===== src/core/chglim_pkg.sv =====
// package: register map, defaults and carrier types of the charger limit setting bank
package chglim_pkg;

  // register offsets on the serial link
  localparam logic [7:0] CHGLIM_OFS_VIN_FLOOR = 8'h06;
  localparam logic [7:0] CHGLIM_OFS_IIN_CAP   = 8'h08;
  localparam logic [7:0] CHGLIM_OFS_SRC_VOUT  = 8'h09;
  localparam logic [7:0] CHGLIM_OFS_COMP_ISRC = 8'h0a;

  // writable bits of each register; the rest read as zero
  localparam logic [15:0] CHGLIM_MSK_VIN_FLOOR = 16'h00ff;
  localparam logic [15:0] CHGLIM_MSK_IIN_CAP   = 16'h007f;
  localparam logic [15:0] CHGLIM_MSK_SRC_VOUT  = 16'hffff;
  localparam logic [15:0] CHGLIM_MSK_COMP_ISRC = 16'h3f7f;

  // field positions
  localparam int CHGLIM_POS_VSRC_FB   = 10;
  localparam int CHGLIM_POS_VSRC_OS   = 11;
  localparam int CHGLIM_POS_VSRC_HI   = 12;
  localparam int CHGLIM_POS_CLAMP     = 8;
  localparam int CHGLIM_POS_CELL_R    = 11;

  // values after reset (codes)
  localparam logic [7:0] CHGLIM_RST_VIN_MIN = 8'h39;   // 57 x 80 mV = 4.56 V
  localparam logic [6:0] CHGLIM_RST_IIN_LIM = 7'h0a;   // 10 x 50 mA = 500 mA
  localparam logic [9:0] CHGLIM_RST_VSRC    = 10'h0f9; // 249 x 20 mV = 4.98 V
  localparam logic [6:0] CHGLIM_RST_ISRC    = 7'h28;   // 40 x 50 mA = 2 A
  localparam logic [2:0] CHGLIM_RST_CELL_R  = 3'h0;
  localparam logic [2:0] CHGLIM_RST_CLAMP   = 3'h0;

  // source voltage offset expressed in steps of the source voltage code
  localparam int CHGLIM_VSRC_LSB_MV = 20;
  localparam int CHGLIM_VSRC_OFS_MV = 640;
  localparam logic [10:0] CHGLIM_VSRC_OFS_STEPS = 11'(CHGLIM_VSRC_OFS_MV / CHGLIM_VSRC_LSB_MV);

  // serial byte engine counts
  localparam logic [3:0] CHGLIM_BIT_LAST = 4'h7;
  localparam logic [3:0] CHGLIM_BIT_ACK  = 4'h8;
  localparam logic [3:0] CHGLIM_BIT_DONE = 4'h9;

  typedef struct packed {
    logic [7:0] vin_min;
    logic [6:0] iin_lim;
    logic [3:0] vsrc_spare;
    logic       source_voltage_offset_sel;
    logic       vsrc_from_fb;
    logic [9:0] vsrc;
    logic [2:0] cell_resistance_code;
    logic [2:0] comp_clamp_code;
    logic [6:0] isrc_lim;
  } chglim_cfg_t;

  typedef struct packed {
    logic       start;
    logic       stop;
    logic       rx_valid;
    logic [7:0] rx_byte;
    logic       ack_seen;
    logic       host_ack;
  } chglim_evt_t;

  typedef enum logic [2:0] {
    CHGLIM_IDLE,
    CHGLIM_ADDR,
    CHGLIM_CMD,
    CHGLIM_DLO,
    CHGLIM_DHI,
    CHGLIM_READ,
    CHGLIM_SKIP
  } chglim_ph_t;

endpackage


===== src/core/chglim_byte_engine.sv =====
// serial link byte engine: start/stop detect, byte shifting, acknowledge drive
`timescale 1ns/1ps
module chglim_byte_engine (
  input  wire logic                ref_clk,
  input  wire logic                srst,
  input  wire logic                scl_in,
  input  wire logic                sda_in,
  input  wire logic                ack_en,
  input  wire logic                tx_mode,
  input  wire logic [7:0]          tx_byte,
  output chglim_pkg::chglim_evt_t  evt,
  output logic                     sda_oe_n
);
  import chglim_pkg::*;

  typedef struct packed {
    logic        scl_q;
    logic        sda_q;
    logic        busy;
    logic        txing;
    logic [3:0]  bitcnt;
    logic [7:0]  sh;
    logic        oe_n;
    chglim_evt_t evt;
  } chglim_eng_t;

  chglim_eng_t eng_ff;
  chglim_eng_t nxt_eng;

  logic [7:0] shifted;
  assign shifted = {eng_ff.sh[6:0], sda_in};

  always_comb begin
    nxt_eng       = eng_ff;
    nxt_eng.scl_q = scl_in;
    nxt_eng.sda_q = sda_in;
    nxt_eng.evt   = '0;
    if (eng_ff.scl_q && scl_in && eng_ff.sda_q && !sda_in) begin
      nxt_eng.evt.start = 1'b1;
      nxt_eng.busy      = 1'b1;
      nxt_eng.txing     = 1'b0;
      nxt_eng.bitcnt    = '0;
      nxt_eng.oe_n      = 1'b1;
    end else if (eng_ff.scl_q && scl_in && !eng_ff.sda_q && sda_in) begin
      nxt_eng.evt.stop = 1'b1;
      nxt_eng.busy     = 1'b0;
      nxt_eng.txing    = 1'b0;
      nxt_eng.oe_n     = 1'b1;
    end else if (eng_ff.busy && scl_in && !eng_ff.scl_q) begin
      if (eng_ff.bitcnt == CHGLIM_BIT_ACK) begin
        if (eng_ff.txing) begin
          nxt_eng.evt.ack_seen = 1'b1;
          nxt_eng.evt.host_ack = !sda_in;
        end
      end else begin
        nxt_eng.sh = shifted;
        if (eng_ff.bitcnt == CHGLIM_BIT_LAST && !eng_ff.txing) begin
          nxt_eng.evt.rx_valid = 1'b1;
          nxt_eng.evt.rx_byte  = shifted;
        end
      end
      nxt_eng.bitcnt = eng_ff.bitcnt + 4'h1;
    end else if (eng_ff.busy && !scl_in && eng_ff.scl_q) begin
      if (eng_ff.bitcnt == CHGLIM_BIT_ACK) begin
        // acknowledge slot: pull low only when the bank accepted the byte
        nxt_eng.oe_n = eng_ff.txing | !ack_en;
      end else if (eng_ff.bitcnt == CHGLIM_BIT_DONE) begin
        nxt_eng.bitcnt = '0;
        nxt_eng.txing  = tx_mode;
        nxt_eng.sh     = tx_byte;
        nxt_eng.oe_n   = tx_mode ? tx_byte[7] : 1'b1;
      end else if (eng_ff.txing && eng_ff.bitcnt != 4'h0) begin
        nxt_eng.oe_n = eng_ff.sh[7];
      end
    end
  end

  always_ff @(posedge ref_clk) begin
    if (srst) begin
      eng_ff       <= '0;
      eng_ff.scl_q <= 1'b1;
      eng_ff.sda_q <= 1'b1;
      eng_ff.oe_n  <= 1'b1;
    end else begin
      eng_ff <= nxt_eng;
    end
  end

  assign evt      = eng_ff.evt;
  assign sda_oe_n = eng_ff.oe_n;

endmodule


===== src/core/chglim_setting_bank.sv =====
// charger limit setting register bank reached over the serial link
//
// What this block does
// - input voltage floor is 8-bit code, 80 mV steps, default 4.56 V, watchdog restores.
// - power-up defaults of voltage floor and current cap may come from OTP.
// - input current cap is 7-bit code, 50 mA steps, default 500 mA, watchdog restores.
// - offset select bit adds 0.64 V to the source voltage target.
// - method bit 10 is only stored and read back; the setpoint always uses the register code.
// - cell resistance code bits 13:11, 50 mOhm per cell step, default zero, watchdog clears.
// - compensation clamp code bits 10:8, 60 mV per cell step, default zero.
// - source current limit bits 6:0, 50 mA steps, default 2 A, watchdog restores.
// - device answers at 7-bit address whose upper four bits come from OTP.
`timescale 1ns/1ps
module chglim_setting_bank #(
  parameter logic [2:0] DEV_ADDR_LO = 3'h1
) (
  input  wire logic                ref_clk,
  input  wire logic                srst,
  input  wire logic                scl_in,
  input  wire logic                sda_in,
  output logic                     sda_out,
  output logic                     sda_oe_n,
  input  wire logic                otp_valid,
  input  wire logic [7:0]          otp_vin_min,
  input  wire logic [6:0]          otp_iin_lim,
  input  wire logic [3:0]          otp_addr_hi,
  input  wire logic                supervision_timer_expired,
  output chglim_pkg::chglim_cfg_t  cfg,
  output logic [10:0]              vsrc_target_code
);
  import chglim_pkg::*;

  typedef struct packed {
    chglim_ph_t  st;
    logic [6:0]  dev_addr;
    logic [7:0]  ptr;
    logic [7:0]  lo;
    logic        hi_half;
    logic        tx_mode;
    logic [7:0]  tx_byte;
    logic        ack_en;
    logic [7:0]  dflt_vin;
    logic [6:0]  dflt_iin;
    chglim_cfg_t cfg;
    logic [10:0] target;
    logic        drv_lvl;
  } chglim_top_t;

  chglim_top_t top_ff;
  chglim_top_t nxt_top;
  chglim_evt_t evt;

  ////////////////////////////////////////////////////////////////////////////
  // byte engine

  chglim_byte_engine u_engine (
    .ref_clk  (ref_clk),
    .srst     (srst),
    .scl_in   (scl_in),
    .sda_in   (sda_in),
    .ack_en   (top_ff.ack_en),
    .tx_mode  (top_ff.tx_mode),
    .tx_byte  (top_ff.tx_byte),
    .evt      (evt),
    .sda_oe_n (sda_oe_n)
  );

  ////////////////////////////////////////////////////////////////////////////
  // register read image

  function automatic logic [15:0] rd_word(input logic [7:0] ofs, input chglim_cfg_t c);
    logic [15:0] w;
    w = 16'h0000;
    case (ofs)
      CHGLIM_OFS_VIN_FLOOR: w = {8'h00, c.vin_min};
      CHGLIM_OFS_IIN_CAP:   w = {9'h000, c.iin_lim};
      CHGLIM_OFS_SRC_VOUT:  w = {c.vsrc_spare, c.source_voltage_offset_sel,
                                 c.vsrc_from_fb, c.vsrc};
      CHGLIM_OFS_COMP_ISRC: w = {2'h0, c.cell_resistance_code, c.comp_clamp_code,
                                 1'b0, c.isrc_lim};
      default:              w = 16'h0000;
    endcase
    return w;
  endfunction

  ////////////////////////////////////////////////////////////////////////////
  // register write

  function automatic chglim_cfg_t wr_word(input logic [7:0] ofs, input logic [15:0] d,
                                          input chglim_cfg_t c);
    chglim_cfg_t n;
    n = c;
    case (ofs)
      CHGLIM_OFS_VIN_FLOOR: n.vin_min = d[7:0];
      CHGLIM_OFS_IIN_CAP:   n.iin_lim = d[6:0];
      CHGLIM_OFS_SRC_VOUT: begin
        n.vsrc                      = d[9:0];
        n.vsrc_from_fb              = d[CHGLIM_POS_VSRC_FB];
        n.source_voltage_offset_sel = d[CHGLIM_POS_VSRC_OS];
        n.vsrc_spare                = d[CHGLIM_POS_VSRC_HI +: 4];
      end
      CHGLIM_OFS_COMP_ISRC: begin
        n.cell_resistance_code = d[CHGLIM_POS_CELL_R +: 3];
        n.comp_clamp_code      = d[CHGLIM_POS_CLAMP +: 3];
        n.isrc_lim             = d[6:0];
      end
      default: n = c;
    endcase
    return n;
  endfunction

  ////////////////////////////////////////////////////////////////////////////
  // transaction sequencing and watchdog

  logic [15:0] rd_cur;
  assign rd_cur = rd_word(top_ff.ptr, top_ff.cfg);

  always_comb begin
    nxt_top = top_ff;
    if (evt.start) begin
      nxt_top.st      = CHGLIM_ADDR;
      nxt_top.tx_mode = 1'b0;
      nxt_top.ack_en  = 1'b0;
    end else if (evt.stop) begin
      nxt_top.st      = CHGLIM_IDLE;
      nxt_top.tx_mode = 1'b0;
      nxt_top.ack_en  = 1'b0;
    end else if (evt.rx_valid) begin
      nxt_top.ack_en = 1'b1;
      case (top_ff.st)
        CHGLIM_ADDR: begin
          if (evt.rx_byte[7:1] == top_ff.dev_addr) begin
            if (evt.rx_byte[0]) begin
              // reads return the low byte first, then the high byte
              nxt_top.st      = CHGLIM_READ;
              nxt_top.tx_mode = 1'b1;
              nxt_top.hi_half = 1'b0;
              nxt_top.tx_byte = rd_cur[7:0];
            end else begin
              nxt_top.st = CHGLIM_CMD;
            end
          end else begin
            nxt_top.st     = CHGLIM_SKIP;
            nxt_top.ack_en = 1'b0;
          end
        end
        CHGLIM_CMD: begin
          nxt_top.ptr = evt.rx_byte;
          nxt_top.st  = CHGLIM_DLO;
        end
        CHGLIM_DLO: begin
          nxt_top.lo = evt.rx_byte;
          nxt_top.st = CHGLIM_DHI;
        end
        CHGLIM_DHI: begin
          // the word lands only when both bytes arrived; extra bytes are dropped
          nxt_top.cfg = wr_word(top_ff.ptr, {evt.rx_byte, top_ff.lo}, top_ff.cfg);
          nxt_top.st  = CHGLIM_SKIP;
        end
        // keep the choice made at the address: a foreign frame stays silent to its stop
        CHGLIM_SKIP: nxt_top.ack_en = top_ff.ack_en;
        default:     nxt_top.ack_en = 1'b0;
      endcase
    end else if (evt.ack_seen && top_ff.st == CHGLIM_READ) begin
      if (evt.host_ack) begin
        nxt_top.hi_half = !top_ff.hi_half;
        nxt_top.tx_byte = top_ff.hi_half ? rd_cur[7:0] : rd_cur[15:8];
      end else begin
        nxt_top.tx_mode = 1'b0;
        nxt_top.st      = CHGLIM_SKIP;
      end
    end
    // watchdog restore wins over a host write landing in the same cycle
    if (supervision_timer_expired) begin
      nxt_top.cfg.vin_min              = top_ff.dflt_vin;
      nxt_top.cfg.iin_lim              = top_ff.dflt_iin;
      nxt_top.cfg.cell_resistance_code = CHGLIM_RST_CELL_R;
      nxt_top.cfg.comp_clamp_code      = CHGLIM_RST_CLAMP;
      nxt_top.cfg.isrc_lim             = CHGLIM_RST_ISRC;
    end
    nxt_top.target = {1'b0, nxt_top.cfg.vsrc}
                   + (nxt_top.cfg.source_voltage_offset_sel ? CHGLIM_VSRC_OFS_STEPS
                                                            : 11'h000);
  end

  ////////////////////////////////////////////////////////////////////////////
  // state register; OTP and address straps are caught while reset is held

  always_ff @(posedge ref_clk) begin
    if (srst) begin
      top_ff          <= '0;
      top_ff.st       <= CHGLIM_IDLE;
      top_ff.dev_addr <= {otp_addr_hi, DEV_ADDR_LO};
      top_ff.dflt_vin <= otp_valid ? otp_vin_min : CHGLIM_RST_VIN_MIN;
      top_ff.dflt_iin <= otp_valid ? otp_iin_lim : CHGLIM_RST_IIN_LIM;
      top_ff.cfg.vin_min <= otp_valid ? otp_vin_min : CHGLIM_RST_VIN_MIN;
      top_ff.cfg.iin_lim <= otp_valid ? otp_iin_lim : CHGLIM_RST_IIN_LIM;
      top_ff.cfg.vsrc    <= CHGLIM_RST_VSRC;
      top_ff.cfg.isrc_lim <= CHGLIM_RST_ISRC;
      top_ff.cfg.cell_resistance_code <= CHGLIM_RST_CELL_R;
      top_ff.cfg.comp_clamp_code      <= CHGLIM_RST_CLAMP;
      top_ff.target  <= {1'b0, CHGLIM_RST_VSRC};
    end else begin
      top_ff <= nxt_top;
    end
  end

  assign cfg              = top_ff.cfg;
  assign vsrc_target_code = top_ff.target;
  assign sda_out          = top_ff.drv_lvl;

endmodule


===== config.mk =====
export PLATFORM = sky130hd
export DESIGN_NAME = chglim_setting_bank
export DESIGN_NICKNAME = d
export VERILOG_FILES = /design/src/core/chglim_pkg.sv /design/src/core/chglim_byte_engine.sv /design/src/core/chglim_setting_bank.sv
export SDC_FILE = /design/constraint.sdc
export NUM_CORES = 1
export LEC_CHECK = 0
export CAP_MARGIN = 20
export CORE_MARGIN = 3
export CORE_UTILIZATION = 41
export DETAILED_ROUTE_END_ITERATION = 10
export DONT_BUFFER_PORTS = 1
export PLACE_DENSITY = 0.58
export SYNTH_ARGS = -nofsm -noshare
export SYNTH_HDL_FRONTEND = slang
export SYNTH_SLANG_ARGS = --single-unit

===== constraint.sdc =====
create_clock -name ref_clk -period 5.1 [get_ports ref_clk]
set_clock_uncertainty 0.2 [all_clocks]
set_input_delay 1.02 -clock ref_clk [delete_from_list [all_inputs] [get_ports ref_clk]]
set_output_delay 1.02 -clock ref_clk [all_outputs]
set_load 0.05 [all_outputs]

==> results by stage <==
Setup path:
- At the worst endpoint, the required time is 5.20 ns.
- The longest individual stage delay on the worst path is 0.66 ns.
- The critical path goes through nand4bb_1 > or2_4 > nor2_4 > nand2_1 > nand2_1 > ha_1 > ha_1 > o21ai_1 > xnor2_1 > nor2_1.
- The type of element capturing the critical path is a flip-flop.
- The critical path contains buffers and inverters numbering 0 combined.
- Of all nets on the critical path, the largest fanout is 13.
- Data arrives at the worst endpoint at 3.09 ns.
- The worst setup path is of the flip-flop to flip-flop kind.
- The kind of start point of the critical path is a flip-flop.
- The cell with the largest stage delay on the worst path is sky130_fd_sc_hd__dfxtp_1.
- The cell family contributing the most delay on the critical path is simple AND/OR/NAND/NOR gates.

Floorplan:
- The die outline width is about 130 um.
- The initialized floorplan defines 44 standard-cell rows.
- In this run the vertical extent of the chip is about 130 um.
- Once the floorplan was initialized, standard cells occupied 42.2% of the core.
- In this run the standard cell core region covers approximately 15000 um^2.
- The number of primary I/O pins is 82.
- The die area is 16500 um^2.

Logic synthesis:
- In this run, synthesis produced a sequential element count of about 130.
- The number of nets in the synthesized netlist is 682.
- By area, the combinational part of the netlist is dominated by simple AND/OR/NAND/NOR gates.
- The xor-xnor portion of the synthesized cell area is 1.42%.
- The number of library cell types mapped by synthesis is 64.
- Of all flip-flops after synthesis, the portion carrying an async set or reset was 0%.
- The count of synthesis-stage warnings from yosys is 0.
- The synthesized netlist devotes 1.02% of its cell area to adder and majority cells.
- The fraction of post-synthesis cell area in the top cell type by area is approximately 31%.
- Of the post-synthesis cell area, the part taken by muxes is roughly 5.6%.
- The number of enable flip-flop cells after synthesis is 34.
- In the synthesized netlist the dominant register cell turns out to be sky130_fd_sc_hd__dfxtp_1.
- A synthesized cell averages 9.43 um^2.
- The compound-gate portion of the synthesized area is 12.8%.
- Summing the sequential cell areas from Yosys gives a little under half of the chip area.
- The most numerous cell in the Yosys netlist is sky130_fd_sc_hd__dfxtp_1.
- The post-synthesis cell count is 652.
- After Yosys synthesis, and, or, nand and nor cells account for 21.5% of the synthesized area.
- By area the synthesized netlist is led by sky130_fd_sc_hd__dfxtp_1, sky130_fd_sc_hd__edfxtp_1, sky130_fd_sc_hd__buf_4.
- The library cell with the largest summed area after synthesis is sky130_fd_sc_hd__dfxtp_1.
- The cell area that synthesis handed to floorplanning was 6150 um^2.
- The commonest cells after synthesis are sky130_fd_sc_hd__dfxtp_1, sky130_fd_sc_hd__nand2_1, sky130_fd_sc_hd__buf_4, sky130_fd_sc_hd__nor2_1, sky130_fd_sc_hd__edfxtp_1.

Clock tree:
- Post-CTS repair changed the size of 0 cells.
- The CTS clock-pin slew for the worst setup and hold paths is 0.06 ns.
- The TritonCTS clock tree is yes.
- Once the clock tree was built, the setup fixing pass inserted 0 buffers.
- The total CTS buffers is 17.
- The maximum root-to-sink buffer count is 2.
- The number of H-tree levels is 4.
- After clock tree synthesis, the flow added hold-fix buffers numbering 0.
- The tree built by TritonCTS fans out to 129 sinks.
- The root buffer cell chosen for the clock tree is sky130_fd_sc_hd__clkbuf_16.
- The clock latency of the later-clocked register in the worst-skew pair is 0.41 ns.

Drt:
- The count of unresolved DRC violations after routing is 0.
- The routed layout has about 4300 vias.
- The number of routed nets with antenna violations is 0.
- The detailed-router iteration count before antenna repair is 5.
- The final routed wirelength across all metal layers is 15100 um.
- In the final routed layout, each cell accounts on average for 19.4 um.
- Dividing the detail-routed via count by the number of cells gives 5.58.
- The detailed router finished its first iteration with 394 violations.

STA:
- The final clock period utilization by the worst path is approximately three fifths.
- Derived from the worst setup path, the maximum achievable clock frequency is 334 MHz.
- The count of endpoints failing hold in the final timing report is 0.
- Headroom to the max-slew limit came out at about 31%.
- The accumulated negative setup slack is 0 ns.
- The worst path in the final design needs a cycle of approximately 3 ns, including I/O delays and setup.
- Setup violations remaining at the end of the flow were counted as 0.
- For the pin with the worst max-slew slack, the measured transition is 1.03 ns.
- The number of max-slew violations in the final report is 0.
- Setup repair after global routing left no endpoint under its margin.

Placed design:
- In this run the tool buffered the top-level ports with 0 buffer cells.
- The congestion estimate from routability-driven global placement came to 0.892.
- The cell count after placement is 747.
- Summed over all nets, the half-perimeter wirelength after detailed placement is between 10000 and 15000 um.

Global routing:
- The first global-routing pass estimated between 20000 and 25000 um of wire.
- The largest net degree at the start of global routing is 116.
- The number of antenna violations at the first check in global routing is 0.
- The overflow left after global routing is 0.
- The number of global-route vias before repair was 4209.
- The all-layer global routing usage is 18.9%.

Cells and area:
- 0 antenna diodes ended up in the layout.
- Of the cells placed in the final design, the portion with a size suffix greater than 1 is 9.43%.
- Relative to the synthesized area, the layout overhead comes to 3.99%.
- The post-route non-filler standard cell count is between 700 and 800.
- The net count of the finished layout is approximately 610.

Power and ir drop:
- The static power due to leakage is 0.00230 uW.
- In this run the power density over the cells is around 370 nW/um^2.
- The worst voltage drop across the vdd grid is about 0.30 mV.

Status:
- The run finished with clean final reports.

Run:
- The number of max-cap violations is 0.

Min path:
- The type of the most critical hold path is flip-flop to flip-flop.
==> state kept, by name, indices dropped and copies added (netlist names), named ones only <==
| signal | flops |
|---|---|
| cfg | 39 |
| nxt_top | 19 |
| top_ff | 30 |
| u_engine.eng_ff | 16 |
| u_engine.evt | 13 |
| u_engine.sda_oe_n | 1 |
| vsrc_target_code | 6 |
==> routing by layer <==
metal	vias to the layer above	GRT usage, %	wire length [um]
li1	2106	-	-
met1	2081	23.9	6530
met2	129	29.5	7090
met3	25	7.47	1220
met4	0	6.24	255
met5	-	0	0
==> final timing paths <==
path                      startpoint                             end  slack, ns  cells after the start
max          top_ff[90]$_SDFFE_PP0P_  vsrc_target_code[9]$_SDFF_PP0_       2.11                     10
min          top_ff[81]$_SDFFE_PP0P_         top_ff[81]$_SDFFE_PP0P_       0.28                      2
max reg2reg  top_ff[90]$_SDFFE_PP0P_  vsrc_target_code[9]$_SDFF_PP0_       2.11                     10
min reg2reg  top_ff[81]$_SDFFE_PP0P_         top_ff[81]$_SDFFE_PP0P_       0.28                      2
==> metrics by stage <==
step | hold slack, ns | setup WS (ns) | area, um^2 | util [%] | power (uW)
floorplan | 0.245 | 2.62 | 6150 | - | 1230
global placement | 0.265 | 2.18 | 5820 | 39.9 | 1210
detailed placement | 0.269 | 2.10 | 5820 | 39.9 | 1220
CTS | 0.277 | 2.13 | 6390 | 43.8 | 2380
global route | 0.310 | 1.93 | 6390 | 43.8 | 2450
finish | 0.281 | 2.11 | 6390 | 43.8 | 2370
==> kinds of logic after synthesis <==
family / Yosys count
buf+inv: 103
fa+ha+maj: 5
compound gates: 119
mux: 32
other cells: 1
flops: 129
simple gates: 253
xor+xnor: 10
==> cells in the final DEF (no fill, tap or decap), drive strengths merged, types with 2 or more instances in the layout <==
cell type / count
nand2b: 6
ha: 5
clkbuf: 25
xor2: 4
nor4b: 4
xnor2: 6
nand3: 8
a31oi: 8
nor2b: 16
or3: 2
dfxtp: 95
a22oi: 10
a211oi: 13
nor2: 49
mux2i: 32
nand2: 94
nor3: 22
nor3b: 3
nor4: 5
or4: 2
inv: 13
nand3b: 5
o21ai: 22
a21oi: 32
or2: 11
and2: 18
edfxtp: 34
o22ai: 3
nand4: 4
o21a: 4
buf: 3
clkinv: 3
a221oi: 18
==> where the power goes <==
part	switching, uW	internal [uW]
clock network	430	740
registers	62.6	1080
logic	25.6	23.4
total	518	1850
==> area by class of cell <==
| type | instances | area [um^2] |
|---|---|---|
| clock buffer | 25 | 515 |
| clock inverter | 5 | 51.3 |
| fill | 1365 | 8190 |
| inverter | 12 | 45.0 |
| multi-input combinational | 420 | 2610 |
| sequential | 129 | 2920 |
| tap | 184 | 230 |
| timing repair buffer | 3 | 22.5 |
==> worst min-delay path, cell delays in order (launching register included) <==
cell	delay, ns
sky130_fd_sc_hd__dfxtp_1	0.32
sky130_fd_sc_hd__nand2_1	0.06
sky130_fd_sc_hd__a21oi_1	0.05
(Power assumes the default switching activity.)
